$ cat src/inc/timer_ctl_pkg.sv
package timer_ctl_pkg;

    // =========================================================
    // Register byte offsets on the APB
    // =========================================================
    localparam logic [7:0] OFS_CTRL1 = 8'h00;  // timer_control_one
    localparam logic [7:0] OFS_CTRL2 = 8'h04;  // timer_control_two
    localparam logic [7:0] OFS_FLAGS = 8'h08;  // timer_flags_register
    localparam logic [7:0] OFS_CAP1  = 8'h0c;  // capture_value one
    localparam logic [7:0] OFS_CAP2  = 8'h10;  // capture_value two
    localparam logic [7:0] OFS_CMP1  = 8'h14;  // compare_value_one
    localparam logic [7:0] OFS_CMP2  = 8'h18;  // compare_value_two
    localparam logic [7:0] OFS_COUNT = 8'h1c;  // Free-running counter

    // =========================================================
    // Field positions
    // =========================================================
    localparam int C1_CAP_IE   = 7;  // capture_irq_enable
    localparam int C1_CMP_IE   = 6;  // compare_irq_enable
    localparam int C1_OVF_IE   = 5;  // overflow_irq_enable
    localparam int C1_FORCE2   = 4;  // force_level_two
    localparam int C1_FORCE1   = 3;  // force_level_one
    localparam int C1_LVL2     = 2;  // output_level_two
    localparam int C1_EDGE1    = 1;  // capture_edge_one
    localparam int C1_LVL1     = 0;  // output_level_one
    localparam int C2_PIN1_EN  = 7;  // compare_pin_one_enable
    localparam int C2_PIN2_EN  = 6;  // compare_pin_two_enable
    localparam int C2_SPM      = 5;  // single_pulse_mode
    localparam int C2_PWM      = 4;  // Pulse-width mode
    localparam int C2_PRE_HI   = 3;  // prescaler_select high
    localparam int C2_PRE_LO   = 2;  // prescaler_select low
    localparam int C2_EDGE2    = 1;  // capture_edge_two
    localparam int C2_EXT_EDGE = 0;  // ext_clock_edge
    localparam int F_CAP1      = 7;  // capture_flag_one
    localparam int F_CMP1      = 6;  // compare_flag_one
    localparam int F_OVF       = 5;  // overflow_flag
    localparam int F_CAP2      = 4;  // capture_flag_two
    localparam int F_CMP2      = 3;  // compare_flag_two

    // =========================================================
    // Reset values and fixed loads
    // =========================================================
    localparam logic [7:0]  CTRL_RST    = 8'h00;
    localparam logic [15:0] COUNT_RST   = 16'hfffc;
    localparam logic [15:0] COUNT_TOP   = 16'hffff;
    localparam logic [15:0] SPM_CAPTURE = 16'hfffd;
    localparam logic [15:0] CMP_RST     = 16'h8000;

    // =========================================================
    // Prescaler codes and terminal counts
    // =========================================================
    localparam logic [1:0] PRE_DIV4 = 2'b00;
    localparam logic [1:0] PRE_DIV2 = 2'b01;
    localparam logic [1:0] PRE_DIV8 = 2'b10;
    localparam logic [1:0] PRE_EXT  = 2'b11;
    localparam logic [2:0] DIV2_LAST = 3'h1;
    localparam logic [2:0] DIV4_LAST = 3'h3;
    localparam logic [2:0] DIV8_LAST = 3'h7;

    // =========================================================
    // Carriers
    // =========================================================
    typedef struct packed {
        logic [7:0]  paddr;
        logic        psel;
        logic        penable;
        logic        pwrite;
        logic [31:0] pwdata;
    } apb_req_t;

    typedef struct packed {
        logic [7:0]  ctrl1;     // timer_control_one
        logic [7:0]  ctrl2;     // timer_control_two
        logic [7:0]  flags;     // Sticky event flags
        logic [7:0]  armed;     // Flags seen by a status read
        logic [15:0] count;     // Free-running counter
        logic [15:0] cap1;
        logic [15:0] cap2;
        logic [15:0] cmp1;
        logic [15:0] cmp2;
        logic [2:0]  div;       // Prescaler
        logic [2:0]  sync_c1;   // Synchroniser chains
        logic [2:0]  sync_c2;
        logic [2:0]  sync_ext;
        logic [1:0]  halt_arm;  // Captures seen during halt
        logic        halt_d;
        logic        pin1;
        logic        pin2;
        logic        irq;
        logic        wake;
        logic [31:0] prdata;
        logic        pready;
        logic        pslverr;
    } state_t;

    localparam state_t STATE_RST = '{ctrl1: CTRL_RST, ctrl2: CTRL_RST,
                                     count: COUNT_RST, cmp1: CMP_RST,
                                     cmp2: CMP_RST, default: 0};

endpackage : timer_ctl_pkg

$ cat src/rtl/timer_ctl.sv
`timescale 1ns/1ns
// Function
// RULE_01: Wait mode: keep counting, interrupts wake
// RULE_02: Halt mode: counter and registers frozen; APB writes still change registers in halt, and a counter write reloads fffc
// RULE_03: Halt exit resumes; reset restarts count
// RULE_04: Halt capture edge arms capture at exit
// RULE_05: Capture flag one also from reload
// RULE_06: No compare flags in pulse-width mode
// RULE_07: One shared request, enable and mask gated
// RULE_08: Capture enable gates both capture flags
// RULE_09: Compare enable gates both compare flags
// RULE_10: Overflow enable gates overflow flag
// RULE_11: Force two copies level two to pin
// RULE_12: Force one copies level one to pin
// RULE_13: Level two on match two, modes pin
// RULE_14: Capture edge one selects polarity
// RULE_15: Level one driven on match one
// RULE_16: Pin one enable routes waveform only
// RULE_17: Pin two enable routes level only
// RULE_18: Single pulse started by capture edge
// RULE_19: Pulse-width repeating waveform on pin one
// RULE_20: Prescaler divide four, two, eight, external
// RULE_21: Capture edge two selects polarity
// RULE_22: External clock edge selects polarity
// RULE_23: Control registers reset to zero
// RULE_24: Status read then data access clears
// RULE_25: Counter reset value is fffc
// RULE_26: Synchronise inputs before edge detection
module timer_ctl
    import timer_ctl_pkg::*;
(
    // Clock and reset
    input  wire logic        mclk,
    input  wire logic        sys_rst,
    // APB slave
    input  wire apb_req_t    apb_in,
    output logic [31:0]      prdata,
    output logic             pready,
    output logic             pslverr,
    // Timer pins
    input  wire logic        capture_input_one,
    input  wire logic        capture_input_two,
    input  wire logic        external_count_input,
    output logic             compare_pin_one,
    output logic             compare_pin_one_oe,
    output logic             compare_pin_two,
    output logic             compare_pin_two_oe,
    // CPU side
    input  wire logic        halt_mode,
    input  wire logic        wait_mode,
    input  wire logic        global_irq_mask,
    output logic             timer_irq,
    output logic             wake_from_wait
);

    // =========================================================
    // Helpers
    // =========================================================
    // Edge on a synchronised chain: [1] now, [2] one cycle older
    function automatic logic edge_hit(input logic [2:0] s, input logic rising);
        edge_hit = rising ? (s[1] & ~s[2]) : (~s[1] & s[2]);
    endfunction : edge_hit

    // Which flag a data register access clears
    function automatic logic [7:0] clear_map(input logic [7:0] a);
        clear_map = 8'h00;
        unique case (a)
            OFS_CAP1:  clear_map[F_CAP1] = 1'b1;
            OFS_CMP1:  clear_map[F_CMP1] = 1'b1;
            OFS_COUNT: clear_map[F_OVF]  = 1'b1;
            OFS_CAP2:  clear_map[F_CAP2] = 1'b1;
            OFS_CMP2:  clear_map[F_CMP2] = 1'b1;
            default:   clear_map = 8'h00;
        endcase
    endfunction : clear_map

    // =========================================================
    // State
    // =========================================================
    state_t      s_r;        // All state
    state_t      s_nxt;      // Its next value
    logic        acc;        // Completing APB access
    logic        wr_count;   // Counter reset by write
    logic        tick;       // Counter advance
    logic        ovf_evt;    // Rollover this cycle
    logic        e1;         // Qualified capture one edge
    logic        e2;         // Qualified capture two edge
    logic        ext_e;      // Qualified external edge
    logic        mode_pwm;   // Pulse-width mode wins
    logic        mode_spm;   // Single pulse only without it
    logic        halt_exit;  // Halt just left
    logic [15:0] cnt_inc;    // Counter plus one
    logic [7:0]  set_f;      // Flags raised this cycle
    logic [7:0]  clr_f;      // Flags cleared this cycle
    logic [7:0]  wdat;       // Written byte

    assign acc      = apb_in.psel & apb_in.penable & s_r.pready;
    assign wr_count = acc & apb_in.pwrite & (apb_in.paddr == OFS_COUNT);
    assign mode_pwm = s_r.ctrl2[C2_PWM];
    assign mode_spm = s_r.ctrl2[C2_SPM] & ~mode_pwm;
    assign halt_exit = s_r.halt_d & ~halt_mode;
    assign wdat     = apb_in.pwdata[7:0];
    assign cnt_inc  = s_r.count + 16'h0001;
    // Edges read stage two and three only, never stage one [RULE_26]
    assign e1    = edge_hit(s_r.sync_c1, s_r.ctrl1[C1_EDGE1]);     // [RULE_14]
    assign e2    = edge_hit(s_r.sync_c2, s_r.ctrl2[C2_EDGE2]);     // [RULE_21]
    assign ext_e = edge_hit(s_r.sync_ext, s_r.ctrl2[C2_EXT_EDGE]); // [RULE_22]

    // =========================================================
    // Next-state logic
    // =========================================================
    always_comb begin
        s_nxt   = s_r;
        tick    = 1'b0;
        ovf_evt = 1'b0;
        set_f   = 8'h00;
        clr_f   = 8'h00;

        // Input synchronisers, shifting every cycle [RULE_26]
        s_nxt.sync_c1  = {s_r.sync_c1[1:0], capture_input_one};
        s_nxt.sync_c2  = {s_r.sync_c2[1:0], capture_input_two};
        s_nxt.sync_ext = {s_r.sync_ext[1:0], external_count_input};
        s_nxt.halt_d   = halt_mode;

        // Prescaler; it also stops in halt [RULE_02]
        if (!halt_mode) begin
            unique case (s_r.ctrl2[C2_PRE_HI:C2_PRE_LO])
                PRE_DIV2: tick = (s_r.div >= DIV2_LAST);  // [RULE_20]
                PRE_DIV4: tick = (s_r.div >= DIV4_LAST);  // [RULE_20]
                PRE_DIV8: tick = (s_r.div >= DIV8_LAST);  // [RULE_20]
                PRE_EXT:  tick = ext_e;                   // [RULE_20]
            endcase
            // Free-runs in external mode,
            // so a switch may tick early
            s_nxt.div = tick ? 3'h0 : s_r.div + 3'h1;
        end

        // Counting goes on in wait; wait is not looked at here [RULE_01]
        if (tick) begin
            s_nxt.count = cnt_inc;
            if (s_r.count == COUNT_TOP) begin
                ovf_evt       = 1'b1;
                set_f[F_OVF]  = 1'b1;
            end
            if (mode_pwm) begin
                // Match two ends the period and reloads [RULE_19]
                if (cnt_inc == s_r.cmp1 && s_r.ctrl2[C2_PIN1_EN]) begin
                    s_nxt.pin1 = s_r.ctrl1[C1_LVL1];  // [RULE_16]
                end
                if (cnt_inc == s_r.cmp2) begin
                    s_nxt.count   = COUNT_RST;         // [RULE_19]
                    set_f[F_CAP1] = 1'b1;              // [RULE_05]
                    if (s_r.ctrl2[C2_PIN1_EN]) begin
                        s_nxt.pin1 = s_r.ctrl1[C1_LVL2];  // [RULE_13]
                    end
                end
                // No compare flags here at all [RULE_06]
            end else begin
                if (cnt_inc == s_r.cmp1) begin
                    // Single pulse keeps flag one quiet
                    set_f[F_CMP1] = ~mode_spm;
                    if (s_r.ctrl2[C2_PIN1_EN]) begin
                        s_nxt.pin1 = s_r.ctrl1[C1_LVL1];  // [RULE_15]
                    end
                end
                if (cnt_inc == s_r.cmp2) begin
                    set_f[F_CMP2] = 1'b1;
                    // Level two belongs to pin one in single pulse
                    if (s_r.ctrl2[C2_PIN2_EN] && !mode_spm) begin
                        s_nxt.pin2 = s_r.ctrl1[C1_LVL2];  // [RULE_13] [RULE_17]
                    end
                end
            end
        end

        // Capture inputs; during halt only arm [RULE_04]
        if (halt_mode) begin
            if (e1 && !mode_pwm && !mode_spm) begin
                s_nxt.halt_arm[0] = 1'b1;
            end
            if (e2) begin
                s_nxt.halt_arm[1] = 1'b1;
            end
        end else begin
            if (e1 && mode_spm) begin
                // Pulse start: reload, level two out [RULE_18]
                s_nxt.count   = COUNT_RST;
                s_nxt.cap1    = SPM_CAPTURE;
                set_f[F_CAP1] = 1'b1;
                if (s_r.ctrl2[C2_PIN1_EN]) begin
                    s_nxt.pin1 = s_r.ctrl1[C1_LVL2];  // [RULE_13]
                end
            end else if (e1 && !mode_pwm) begin
                s_nxt.cap1    = s_r.count;
                set_f[F_CAP1] = 1'b1;  // [RULE_05]
            end
            if (e2) begin
                s_nxt.cap2    = s_r.count;
                set_f[F_CAP2] = 1'b1;
            end
        end

        // A reset wake starts from fffc
        // Leaving halt: resume from held count, flush armed captures
        if (halt_exit) begin
            if (s_r.halt_arm[0]) begin
                s_nxt.cap1    = s_r.count;  // [RULE_03] [RULE_04]
                set_f[F_CAP1] = 1'b1;
            end
            if (s_r.halt_arm[1]) begin
                s_nxt.cap2    = s_r.count;  // [RULE_04]
                set_f[F_CAP2] = 1'b1;
            end
            s_nxt.halt_arm = 2'b00;
        end

        // Costs a wait state, eases timing
        // APB: pready one cycle after access phase starts
        s_nxt.pready  = apb_in.psel & apb_in.penable & ~s_r.pready;
        s_nxt.pslverr = 1'b0;
        if (apb_in.psel && apb_in.penable && !s_r.pready) begin
            s_nxt.prdata  = 32'h0000_0000;
            s_nxt.pslverr = 1'b0;
            unique case (apb_in.paddr)
                OFS_CTRL1: s_nxt.prdata[7:0]  = s_r.ctrl1;
                OFS_CTRL2: s_nxt.prdata[7:0]  = s_r.ctrl2;
                OFS_FLAGS: s_nxt.prdata[7:0]  = s_r.flags;
                OFS_CAP1:  s_nxt.prdata[15:0] = s_r.cap1;
                OFS_CAP2:  s_nxt.prdata[15:0] = s_r.cap2;
                OFS_CMP1:  s_nxt.prdata[15:0] = s_r.cmp1;
                OFS_CMP2:  s_nxt.prdata[15:0] = s_r.cmp2;
                OFS_COUNT: s_nxt.prdata[15:0] = s_r.count;
                default:   s_nxt.pslverr      = 1'b1;  // Unmapped
            endcase
        end

        if (acc) begin
            // Status read arms; data access clears armed flag [RULE_24]
            if (!apb_in.pwrite && apb_in.paddr == OFS_FLAGS) begin
                s_nxt.armed = s_r.flags;
            end
            clr_f       = clear_map(apb_in.paddr) & s_r.armed;  // [RULE_24]
            s_nxt.armed = s_nxt.armed & ~clear_map(apb_in.paddr);
            if (apb_in.pwrite) begin
                unique case (apb_in.paddr)
                    OFS_CTRL1: begin
                        s_nxt.ctrl1 = wdat;
                        // Forcing has no say in the special modes
                        if (!mode_pwm && !s_r.ctrl2[C2_SPM]) begin
                            if (wdat[C1_FORCE1] && s_r.ctrl2[C2_PIN1_EN]) begin
                                s_nxt.pin1 = wdat[C1_LVL1];  // [RULE_12]
                            end
                            if (wdat[C1_FORCE2] && s_r.ctrl2[C2_PIN2_EN]) begin
                                s_nxt.pin2 = wdat[C1_LVL2];  // [RULE_11]
                            end
                        end
                    end
                    OFS_CTRL2: s_nxt.ctrl2 = wdat;
                    OFS_CMP1:  s_nxt.cmp1  = apb_in.pwdata[15:0];
                    OFS_CMP2:  s_nxt.cmp2  = apb_in.pwdata[15:0];
                    OFS_COUNT: s_nxt.count = COUNT_RST;  // [RULE_25]
                    default:   s_nxt.count = s_nxt.count; // Read-only or unmapped
                endcase
            end
        end

        // No event lost to a late clear
        // Set wins over clear; low three bits stay zero
        s_nxt.flags = ((s_r.flags & ~clr_f) | set_f) & 8'hf8;

        // Single shared request [RULE_07]
        s_nxt.irq = ~global_irq_mask &
                    ((s_r.ctrl1[C1_CAP_IE] & (s_nxt.flags[F_CAP1] |
                                              s_nxt.flags[F_CAP2])) |  // [RULE_08]
                     (s_r.ctrl1[C1_CMP_IE] & (s_nxt.flags[F_CMP1] |
                                              s_nxt.flags[F_CMP2])) |  // [RULE_09]
                     (s_r.ctrl1[C1_OVF_IE] & s_nxt.flags[F_OVF]));     // [RULE_10]
        // Wake only from wait; halt is never ended here [RULE_01] [RULE_02]
        s_nxt.wake = s_nxt.irq & wait_mode;
    end

    // =========================================================
    // State register
    // =========================================================
    // Reset loads zero controls and counter fffc [RULE_23] [RULE_25] [RULE_03]
    always_ff @(posedge mclk) begin
        if (sys_rst) begin
            s_r <= STATE_RST;
        end else begin
            s_r <= s_nxt;
        end
    end

    // =========================================================
    // Outputs, all straight from flops
    // =========================================================
    assign prdata             = s_r.prdata;
    assign pready             = s_r.pready;
    assign pslverr            = s_r.pslverr;
    assign compare_pin_one    = s_r.pin1;
    assign compare_pin_one_oe = s_r.ctrl2[C2_PIN1_EN];  // [RULE_16]
    assign compare_pin_two    = s_r.pin2;
    assign compare_pin_two_oe = s_r.ctrl2[C2_PIN2_EN];  // [RULE_17]
    assign timer_irq          = s_r.irq;
    assign wake_from_wait     = s_r.wake;
endmodule : timer_ctl

$ cat config.mk
export PLATFORM = sky130hd
export DESIGN_NAME = timer_ctl
export DESIGN_NICKNAME = d
export VERILOG_FILES = /design/src/inc/timer_ctl_pkg.sv /design/src/rtl/timer_ctl.sv
export SDC_FILE = /design/constraint.sdc
export NUM_CORES = 1
export LEC_CHECK = 0
export BUFFER_PORTS_ARGS = -buffer_cell sky130_fd_sc_hd__buf_4
export CAP_MARGIN = 20
export CORE_AREA = 8 8 139 141
export CTS_CLUSTER_SIZE = 30
export DETAILED_ROUTE_END_ITERATION = 8
export DIE_AREA = 0 0 147 149
export SETUP_SLACK_MARGIN = 0.15
export SYNTH_ARGS = -nofsm -noshare
export SYNTH_HDL_FRONTEND = slang
export SYNTH_SLANG_ARGS = --single-unit
export TNS_END_PERCENT = 10
$ cat constraint.sdc
create_clock -name mclk -period 3.3 [get_ports mclk]
set_input_delay 0.33 -clock mclk [delete_from_list [all_inputs] [get_ports mclk]]
set_output_delay 0.33 -clock mclk [all_outputs]
set_load 0.005 [all_outputs]
==> results.sh, run 1 <==
export IMPL_status="finished clean"
export IMPL_fmax_ghz=0.335
export IMPL_critPathSlowestCell="dfxtp_1"
export IMPL_cp_required_ps=3600
export IMPL_drc=0
export IMPL_core_area_um2=17100
export IMPL_worst_pin_slew_ps=930
export IMPL_synth_common_cells="dfxtp_1, nand2_1, a21oi_1, nor2_1, mux2i_1"
export IMPL_final_area_um2=8660
export IMPL_dpl_instance_area_um2=8040
export IMPL_finalNetCount=964
export IMPL_rows=48
export IMPL_dp_hpwl_mm=15.6
export IMPL_yosysMostFrequentCell="dfxtp_1"
export IMPL_regArea_um2=2860
export IMPL_netlist_instances=879
export IMPL_synth_warnings=0
export IMPL_regToRegSetupSlack_ps=310
export IMPL_numCtsBuffers=17
export IMPL_drt_iter0_markers=627
export IMPL_synth_top_area_cell="dfxtp_1"
export IMPL_synth_area_um2=7550
export IMPL_antenna_found_initial=0
export IMPL_overflow=0
export IMPL_grt_pass1_wl_mm=34.7
export IMPL_synth_top_area_share_pct=37.9
export IMPL_vdd_drop_max_mv=0.343
export IMPL_ant_nets=0
export IMPL_clk_latency_ps=420
export IMPL_cap_violations=0
export IMPL_timing_final_crit_period_ps=2990
export IMPL_post_place_cells=1114
export IMPL_cts_buffer_depth=2
export IMPL_syn_to_final_growth_pct=14.7
export IMPL_start_util_pct=44.3
export IMPL_root_buffer="clkbuf_16"
export IMPL_ctsHtreeMaxLevel=4
export IMPL_synth_area_per_cell_um2=8.59
export IMPL_ys_seq_elements=143
export IMPL_cts_tree="done"
export IMPL_synthTopCellsByArea="dfxtp_1, mux2i_1, a21oi_1"
export IMPL_pin_count=91
export IMPL_multiInputGateArea_um2=4190
export IMPL_ys_types=75
export IMPL_finalSetupTns_ps=0
export IMPL_slowest_delay_ps=720
export IMPL_routed_wl_mm=22.2
export IMPL_ys_seq_area_share_pct=37.9
export IMPL_fin_skew_ps=6.97
export IMPL_endpoint_kind="flop"
export IMPL_synth_ff_type="dfxtp_1"
export IMPL_dr_pass1_iters=5
export IMPL_setup_viol=0
export IMPL_nFillCells=1692
export IMPL_antennaDiodeCount=0
export IMPL_postCtsHoldBufs=0
export IMPL_synth_edf_count=0
export IMPL_drive_gt1_share_pct=17.6
export IMPL_finalCritPeriodShare_pct=90.5
export IMPL_worst_ep_arrival_time_ps=3290
export IMPL_hold_viol=0
export IMPL_worstSetupPathType="reg -> reg"
export IMPL_slew_headroom_pct=37.9
export IMPL_crit_chain="nand4_4, nor2_1, a21boi_0, a311oi_1, nor3_2, buf_4, nand3_2, and3_1, buf_4, nand2_1"
export IMPL_path_common_cell="buf_4"
export IMPL_die_h_um=149
export IMPL_port_buffers=58
export IMPL_slew_viol_final=0
export IMPL_cts_sinks=143
export IMPL_leakagePower_nw=3.18
export IMPL_critPathBufInv=2
export IMPL_path_max_fanout=14
export IMPL_rsz0062_at_grt="true"
export IMPL_first_global_vias=6102
export IMPL_via_count=6481
export IMPL_synthArstFlopShare_pct=0
export IMPL_gp_congestion=0.863
export IMPL_viasPerCell=5.66
export IMPL_cts_reportedPaths_clkPinSlew_ps=60
export IMPL_wl_per_cell_um=19.4
export IMPL_worst_setup_path_start_kind="flop"
export IMPL_fin_cells=1146
export IMPL_track_usage_pct=20.1
export IMPL_fp_dieW_um=147
export IMPL_critPathTopFamily="simple AND/OR/NAND/NOR gates"
export IMPL_power_density_nw_per_um2=456
export IMPL_holdCritPathClass="in -> reg"
export IMPL_die_area_um2=21900
export IMPL_final_util_pct=50.8
export IMPL_grt_start_max_net_pins=85
per-layer routing:
metal	up-vias	GRT usage, %	wire length [um]
met2	225	31.4	10100
met4	0	6.83	405
met3	33	3.46	1380
met1	3083	27.4	10300
met5	-	0	0
li1	3140	-	-
report_power, final:
part / internal (mW) / switching, mW / total, mW
clock: 1.23 / 0.767 / 2.00
combinational: 0.0765 / 0.115 / 0.191
sequential: 1.75 / 0.0149 / 1.77
total: 3.06 / 0.897 / 3.95
layout by cell type, fill, tap and decap left out, drive strengths merged, types with 3 or more instances in the layout:
cell type / netlist / layout
a31oi: 3 / 3
a211oi: 7 / 7
nor3: 11 / 11
xnor2: 24 / 24
nand2: 104 / 104
clkbuf: 38 / 19
o21ai: 17 / 17
a21oi: 80 / 80
nor2b: 16 / 16
o22ai: 6 / 6
a311oi: 12 / 12
and3: 13 / 13
a22oi: 21 / 21
a32oi: 3 / 3
dfxtp: 143 / 143
mux2i: 64 / 64
nand4: 11 / 11
ha: 5 / 5
a221oi: 9 / 9
inv: 12 / 13
xor2: 22 / 22
or4: 3 / 3
buf: 57 / 90
nand3b: 4 / 4
conb: 1 / 16
nor3b: 5 / 5
nor4: 9 / 9
o2111ai: 3 / 3
nor2: 81 / 81
nand3: 46 / 46
clkinv: 0 / 8
and4: 4 / 4
bufinv: 0 / 3
nand2b: 9 / 9
flip-flops by register name, summed over array words and instances (netlist names):
register / flops
pslverr: 1
compare_pin_two_oe: 1
pready: 1
timer_irq: 1
prdata: 16
s_nxt: 6
mode_pwm: 1
compare_pin_two: 1
compare_pin_one: 1
compare_pin_one_oe: 1
s_r: 112
wake_from_wait: 1
logic make-up (layout without fill, tap and decap cells):
| family | Yosys count | in the layout | synth area share (%) |
|---|---|---|---|
| simple gates | 327 | 327 | 23.3 |
| compound gates | 184 | 184 | 15.8 |
| flops | 143 | 143 | 37.9 |
| buf+inv | 107 | 134 | 7.78 |
| mux | 64 | 64 | 8.48 |
| xor+xnor | 48 | 48 | 5.93 |
| fa+ha+maj | 5 | 5 | 0.828 |
| other cells | 1 | 16 | 0.0496 |
worst reg2reg max path, stage by stage, from the launching register on:
cell	delay, ps
dfxtp_1	720
nand4_4	260
nor2_1	330
a21boi_0	150
a311oi_1	310
nor3_2	110
buf_4	170
nand3_2	100
and3_1	370
buf_4	280
nand2_1	80
what timing repair did:
item | 4_1_cts | 5_1_grt
gates resized for setup | 0 | 1
setup buffers | 0 | 0
endpoints found under the setup margin | 0 | 11
final cells by class:
type / count / share of cell area [%]
Inverter: 12 / 0.520
Multi-Input combinational cell: 644 / 48.3
Clock inverter: 13 / 1.86
Timing Repair Buffer: 90 / 7.80
Sequential cell: 143 / 33.0
Clock buffer: 19 / 5.23
Tap cell: 225 / 3.25
per-stage QoR:
| stage | hold slack [ps] | power [mW] | worst slack (ps) |
|---|---|---|---|
| 3_3_place_gp | 417 | 1.99 | 386 |
| 5_1_grt | 112 | 4.08 | 99.9 |
| 3_5_place_dp | 424 | 1.99 | 340 |
| 4_1_cts | 101 | 3.98 | 313 |
| 2_1_floorplan | 414 | 1.93 | 856 |
| 6_report | 115 | 3.95 | 314 |
final timing paths:
| kind | start | to | cells after the start |
|---|---|---|---|
| max | s_r[119]$_SDFF_PP1_ | s_r[120]$_SDFF_PP1_ | 10 |
| max reg2reg | s_r[119]$_SDFF_PP1_ | s_r[120]$_SDFF_PP1_ | 10 |
| min | global_irq_mask | timer_irq$_SDFF_PP0_ | 2 |
| min reg2reg | s_nxt[45]$_SDFF_PP0_ | s_nxt[46]$_SDFF_PP0_ | 1 |
(Power assumes the default switching activity.)
==> run 2, diff against run 1 <==
Settings changed: GPL_TIMING_DRIVEN from default to 0.
==> run 2 against run 1 <==
Net effect:
- via count is 5.0% higher
- clock skew grew 4.1 ps
- critical path depth stayed put
- die area did not move
- first-iteration DRC count down 7.3%
- utilization increased by 1.6 points
- register-to-register slack got worse by 120 ps
- fmax shrank 3.9%
- largest cell class unchanged
- largest power group unchanged
==> results.sh, run 2 (same netlist as run 1, synthesis figures left out) <==
export IMPL_viasPerCell=5.63
export IMPL_fp_dieW_um=147
export IMPL_largest_register_ffs=112
export IMPL_internal_power_mw=3.04
export IMPL_nFillCells=1669
export IMPL_slowest_delay_ps=520
export IMPL_root_buffer="clkbuf_16"
export IMPL_ant_nets=0
export IMPL_layout_commonest_cell="dfxtp_1"
export IMPL_final_area_um2=8940
export IMPL_gp_congestion=0.924
export IMPL_grt_pass1_wl_mm=37.4
export IMPL_cp_required_ps=3630
export IMPL_cap_violations=0
export IMPL_holdWs_ps=117
export IMPL_dpl_instance_area_um2=8310
export IMPL_setup_ws_ps=193
export IMPL_die_h_um=149
export IMPL_cts_sinks=143
export IMPL_critPathBufInv=1
export IMPL_core_area_um2=17100
export IMPL_critPathTopFamily="simple AND/OR/NAND/NOR gates"
export IMPL_regArea_um2=2860
export IMPL_track_usage_pct=22.2
export IMPL_drt_iter0_markers=581
export IMPL_timing_final_crit_period_ps=3110
export IMPL_rsz0062_at_grt="true"
export IMPL_cts_tree="done"
export IMPL_via_count=6802
export IMPL_antenna_found_initial=0
export IMPL_slew_viol_final=0
export IMPL_postCtsHoldBufs=0
export IMPL_power_frac_clock_pct=49.6
export IMPL_clk_latency_ps=430
export IMPL_start_util_pct=44.3
export IMPL_cts_reportedPaths_clkPinSlew_ps=60
export IMPL_path_max_fanout=9
export IMPL_holdCritPathClass="in -> reg"
export IMPL_vdd_drop_max_mv=0.380
export IMPL_grt_start_max_net_pins=17
export IMPL_fin_skew_ps=11.1
export IMPL_finalCritPeriodShare_pct=94.2
export IMPL_syn_to_final_growth_pct=18.3
export IMPL_swShare_pct=23.3
export IMPL_ctsHtreeMaxLevel=4
export IMPL_endpoint_kind="flop"
export IMPL_antennaDiodeCount=0
export IMPL_min_path_cells=2
export IMPL_finalSetupTns_ps=0
export IMPL_rows=48
export IMPL_seq_power_share_pct=44.5
export IMPL_hold_viol=0
export IMPL_worstSetupPathType="reg -> reg"
export IMPL_cts_buffer_depth=2
export IMPL_numCtsBuffers=17
export IMPL_overflow=0
export IMPL_leakagePower_nw=3.33
export IMPL_reg2reg_depth=10
export IMPL_slew_headroom_pct=22.2
export IMPL_drive_gt1_share_pct=18.1
export IMPL_worst_pin_slew_ps=1160
export IMPL_fmax_ghz=0.322
export IMPL_dr_pass1_iters=5
export IMPL_worst_ep_arrival_time_ps=3440
export IMPL_drc=0
export IMPL_setup_viol=0
export IMPL_multiInputGateArea_um2=4180
export IMPL_status="finished clean"
export IMPL_layout_common_cells="dfxtp_1, nand2_1, buf_4"
export IMPL_combPwrFrac_pct=5.9
export IMPL_dp_hpwl_mm=18.0
export IMPL_pin_count=91
export IMPL_worst_setup_path_start_kind="flop"
export IMPL_finalNetCount=1027
export IMPL_port_buffers=56
export IMPL_top_register="s_r"
export IMPL_power_density_nw_per_um2=444
export IMPL_first_global_vias=6560
export IMPL_crit_chain="ha_1, buf_2, nand3_4, nor3_1, xnor3_1, nand4_1, nor4_2, nand3_1, mux2i_1, o41ai_2"
export IMPL_routed_wl_mm=24.3
export IMPL_cp_depth=10
export IMPL_dp_slack_ps=-210
export IMPL_critPathSlowestCell="nor4_2"
export IMPL_die_area_um2=21900
export IMPL_wl_per_cell_um=20.1
export IMPL_p_sw_uw=926
==> run 2: cell count changes in the layout (fill, tap and decap cells not counted), moves of 2 or more <==
| cell | previous run | this run |
|---|---|---|
| clkbuf_8 | 2 | 0 |
| buf_2 | 0 | 16 |
| nor2_2 | 4 | 2 |
| clkbuf_1 | 0 | 40 |
| buf_1 | 0 | 2 |
| clkinv_2 | 4 | 2 |
| nor4_2 | 3 | 1 |
| buf_6 | 0 | 2 |
| buf_4 | 90 | 94 |
| nor2_1 | 77 | 79 |
==> run 2: worst register-to-register path: cells and delay by family, from the launching register on <==
family / cells / cell delay, ps
AOI/OAI and AO/OA: 1 / 310
xor gates and xnor gates: 1 / 260
adders and majority gates: 1 / 200
buffers and inverters: 1 / 200
DFF: 1 / 500
muxes: 1 / 190
and+or+nand+nor: 5 / 1350
==> run 2: repair_timing <==
action                     4_1_cts  5_1_grt
setup endpoints to repair       14        3
gates resized for setup          3        0
buffers inserted                 0        2
pin swaps                        0        1
==> run 2: stage by stage <==
stage | std cells | power (mW) | utilization [%]
floorplan | 894 | 1.93 | -
global placement | 1175 | 2.03 | 48.7
detailed placement | 1175 | 2.03 | 48.7
CTS | 1206 | 3.98 | 52.3
global route | 1208 | 4.08 | 52.4
finish | 1208 | 3.97 | 52.4
==> run 2: routing by layer <==
metal | track usage [%] | vias up | part of all wire, %
met5 | 0 | - | 0
met4 | 9.43 | 0 | 3.1
met3 | 5.13 | 43 | 7.2
met2 | 35.3 | 274 | 46
met1 | 28.6 | 3226 | 44
li1 | - | 3259 | -
==> run 2: power by group through the flow <==
stage	sequential, mW	clock, mW	combinational, mW
after global placement	1.80	0	0.227
after floorplan	1.80	0	0.129
after global routing	1.77	2.06	0.250
final	1.76	1.97	0.233
after detailed placement	1.80	0	0.228
after CTS	1.76	1.98	0.229
==> run 2: final timing paths <==
path	start	to	slack [ps]
hold / removal	global_irq_mask	timer_irq$_SDFF_PP0_	120
setup / recovery	s_r[118]$_SDFF_PP0_	compare_pin_one$_SDFF_PP0_	190
hold reg to reg	s_nxt[42]$_SDFF_PP0_	s_nxt[43]$_SDFF_PP0_	440
setup reg to reg	s_r[118]$_SDFF_PP0_	compare_pin_one$_SDFF_PP0_	190
==> run 2: cell type report <==
| class | count | area share (%) |
|---|---|---|
| plain buffers | 95 | 6.08 |
| clock buffers | 19 | 4.84 |
| clock inverters | 12 | 1.79 |
| inverters | 12 | 0.504 |
| multi-input cells | 644 | 46.7 |
| flip-flops and latches | 143 | 32.0 |
| well taps | 225 | 3.15 |
| repair buffers | 58 | 4.87 |
==> run 3, diff against run 2 <==
Settings changed: CTS_CLUSTER_DIAMETER from default to 30, PLACE_DENSITY from default to 0.66, REMOVE_ABC_BUFFERS from default to 1.
Clock period 3.3 ns to 2.6 ns, I/O delays scaled along.
==> run 3 against run 2 <==
Net effect:
- cell count fell by 5.0%
- die area is the same
- global-route usage shrank 2.0 points
- sequential power up 27%
- sequential share of layout area grew 0.45 points
- sequential cell count is the same
- clock-buffer cell count down 2
- combinational power rose by 18%
==> results.sh, run 3 (same netlist as run 1, synthesis figures left out) <==
export IMPL_status="finished clean"
export IMPL_syn_to_final_growth_pct=18.5
export IMPL_numCtsBuffers=17
export IMPL_hold_viol=0
export IMPL_finalSetupTns_ps=0
export IMPL_cts_sinks=143
export IMPL_fp_dieW_um=147
export IMPL_critPathCapture="s_r[118]$_SDFF_PP0_"
export IMPL_drc=0
export IMPL_cp_required_ps=2970
export IMPL_die_area_um2=21900
export IMPL_crit_chain="inv_2, ha_2, or3b_1, a211oi_4, nor4_4, buf_6, and4bb_1, and4_4, nand3_2, and3_4, buf_12, nor2b_1"
export IMPL_post_place_cells=1092
export IMPL_antenna_found_initial=0
export IMPL_viasPerCell=5.75
export IMPL_worstSetupPathType="reg -> reg"
export IMPL_fin_skew_ps=11.0
export IMPL_grt_busiest_layer="met2"
export IMPL_fin_cells=1148
export IMPL_cp_depth=12
export IMPL_critPathBufInv=3
export IMPL_via_count=6603
export IMPL_slew_viol_final=0
export IMPL_layout_common_cells="dfxtp_1, nand2_1, buf_4"
export IMPL_nFillCells=1582
export IMPL_use_met2_pct=33.4
export IMPL_rows=48
export IMPL_largest_register_ffs=112
export IMPL_cts_reportedPaths_clkPinSlew_ps=60
export IMPL_grt_pass1_wl_mm=35.2
export IMPL_endpoint_kind="flop"
export IMPL_core_area_um2=17100
export IMPL_setup_ws_ps=28.0
export IMPL_worst_pin_slew_ps=975
export IMPL_holdWs_ps=39.9
export IMPL_holdCritPathClass="in -> reg"
export IMPL_finalNetCount=966
export IMPL_critPathSlowestCell="or3b_1"
export IMPL_first_global_vias=6512
export IMPL_slowest_delay_ps=430
export IMPL_grt_start_max_net_pins=70
export IMPL_worst_ep_arrival_time_ps=2940
export IMPL_antennaDiodeCount=0
export IMPL_rsz0062_at_grt="true"
export IMPL_layout_commonest_cell="dfxtp_1"
export IMPL_dp_slack_ps=-767
export IMPL_clk_latency_ps=440
export IMPL_root_buffer="clkbuf_16"
export IMPL_critPathLaunch="s_r[51]$_SDFFE_PP0N_"
export IMPL_start_util_pct=44.3
export IMPL_dr_pass1_iters=5
export IMPL_dp_hpwl_mm=14.7
export IMPL_power_density_nw_per_um2=536
export IMPL_regToRegEndpoint="s_r[118]$_SDFF_PP0_"
export IMPL_overflow=0
export IMPL_track_usage_pct=20.2
export IMPL_wl_per_cell_um=19.4
export IMPL_globalRouteMet3Util_pct=4.73
export IMPL_regToRegSetupSlack_ps=30
export IMPL_finalCritPeriodShare_pct=98.9
export IMPL_pin_count=91
export IMPL_worst_setup_path_start_kind="flop"
export IMPL_drt_iter0_markers=495
export IMPL_routed_wl_mm=22.3
export IMPL_p_total_mw=4.80
export IMPL_grt_use_met1_pct=25.2
export IMPL_timing_final_crit_period_ps=2570
export IMPL_gp_congestion=0.890
export IMPL_fmax_ghz=0.389
export IMPL_ant_nets=0
export IMPL_cts_tree="done"
export IMPL_vdd_drop_max_mv=0.552
export IMPL_cap_violations=0
export IMPL_path_max_fanout=7
export IMPL_slew_headroom_pct=34.4
export IMPL_reg2reg_depth=12
export IMPL_drive_gt1_share_pct=22.0
export IMPL_postCtsHoldBufs=0
export IMPL_cts_buffer_depth=2
export IMPL_die_h_um=149
export IMPL_leakagePower_nw=3.25
export IMPL_critPathTopFamily="simple AND/OR/NAND/NOR gates"
export IMPL_top_register="s_r"
export IMPL_setup_viol=0
export IMPL_ctsHtreeMaxLevel=4
export IMPL_r2r_start="s_r[51]$_SDFFE_PP0N_"
export IMPL_port_buffers=58
run 3: cell count changes in the layout (fill, tap and decap cells not counted), sizes merged:
cell / previous run / this run
clkinv: 6 / 7
bufinv: 3 / 1
inv: 14 / 13
clkbuf: 57 / 17
buf: 115 / 92
clkinvlp: 1 / 6
run 3: how the worst min path moves through the flow:
stage / startpoint / endpoint / slack, ps / cells past startpoint
6_report: capture_input_two / s_nxt[45]$_SDFF_PP0_ / 40 / 2
4_1_cts: capture_input_two / s_nxt[45]$_SDFF_PP0_ / 40 / 2
2_1_floorplan: sys_rst / compare_pin_one_oe$_SDFFE_PP0P_ / 330 / 1
3_5_place_dp: s_nxt[48]$_SDFF_PP0_ / s_nxt[49]$_SDFF_PP0_ / 430 / 1
3_3_place_gp: s_nxt[42]$_SDFF_PP0_ / s_nxt[43]$_SDFF_PP0_ / 420 / 1
5_1_grt: global_irq_mask / timer_irq$_SDFF_PP0_ / 50 / 2
run 3: repair_timing:
| item | in CTS | in global routing |
|---|---|---|
| setup buffers | 19 | 5 |
| pin swaps | 14 | 5 |
| setup endpoints to repair | 63 | 20 |
| resized for setup | 50 | 13 |
| gates cloned | 0 | 0 |
run 3: metal layers:
layer,vias up,wire length [um]
li1,3145,-
met1,3186,9610
met2,227,10600
met3,45,1430
met4,0,582
met5,-,0
run 3: cell type report:
| type | instances | area [um2] | share of cell area (%) |
|---|---|---|---|
| multi-input combinational | 644 | 4360 | 48.7 |
| sequential | 143 | 2910 | 32.5 |
| timing repair buffer | 92 | 807 | 9.01 |
| clock buffer | 17 | 425 | 4.75 |
| tap | 225 | 282 | 3.14 |
| clock inverter | 15 | 123 | 1.37 |
| inverter | 12 | 45.0 | 0.503 |
run 3: power by group:
part / total [mW] / internal, mW / switching [mW]
registers: 2.24 / 2.21 / 0.0218
clock network: 2.30 / 1.30 / 0.992
logic: 0.274 / 0.121 / 0.154
total: 4.80 / 3.64 / 1.17
run 3: through the flow:
stage | utilization, % | area (um2)
after floorplan | - | 7070
after global routing | 52.5 | 8960
after CTS | 51.9 | 8850
after detailed placement | 46.8 | 7990
final | 52.5 | 8960
after global placement | 45.6 | 7780
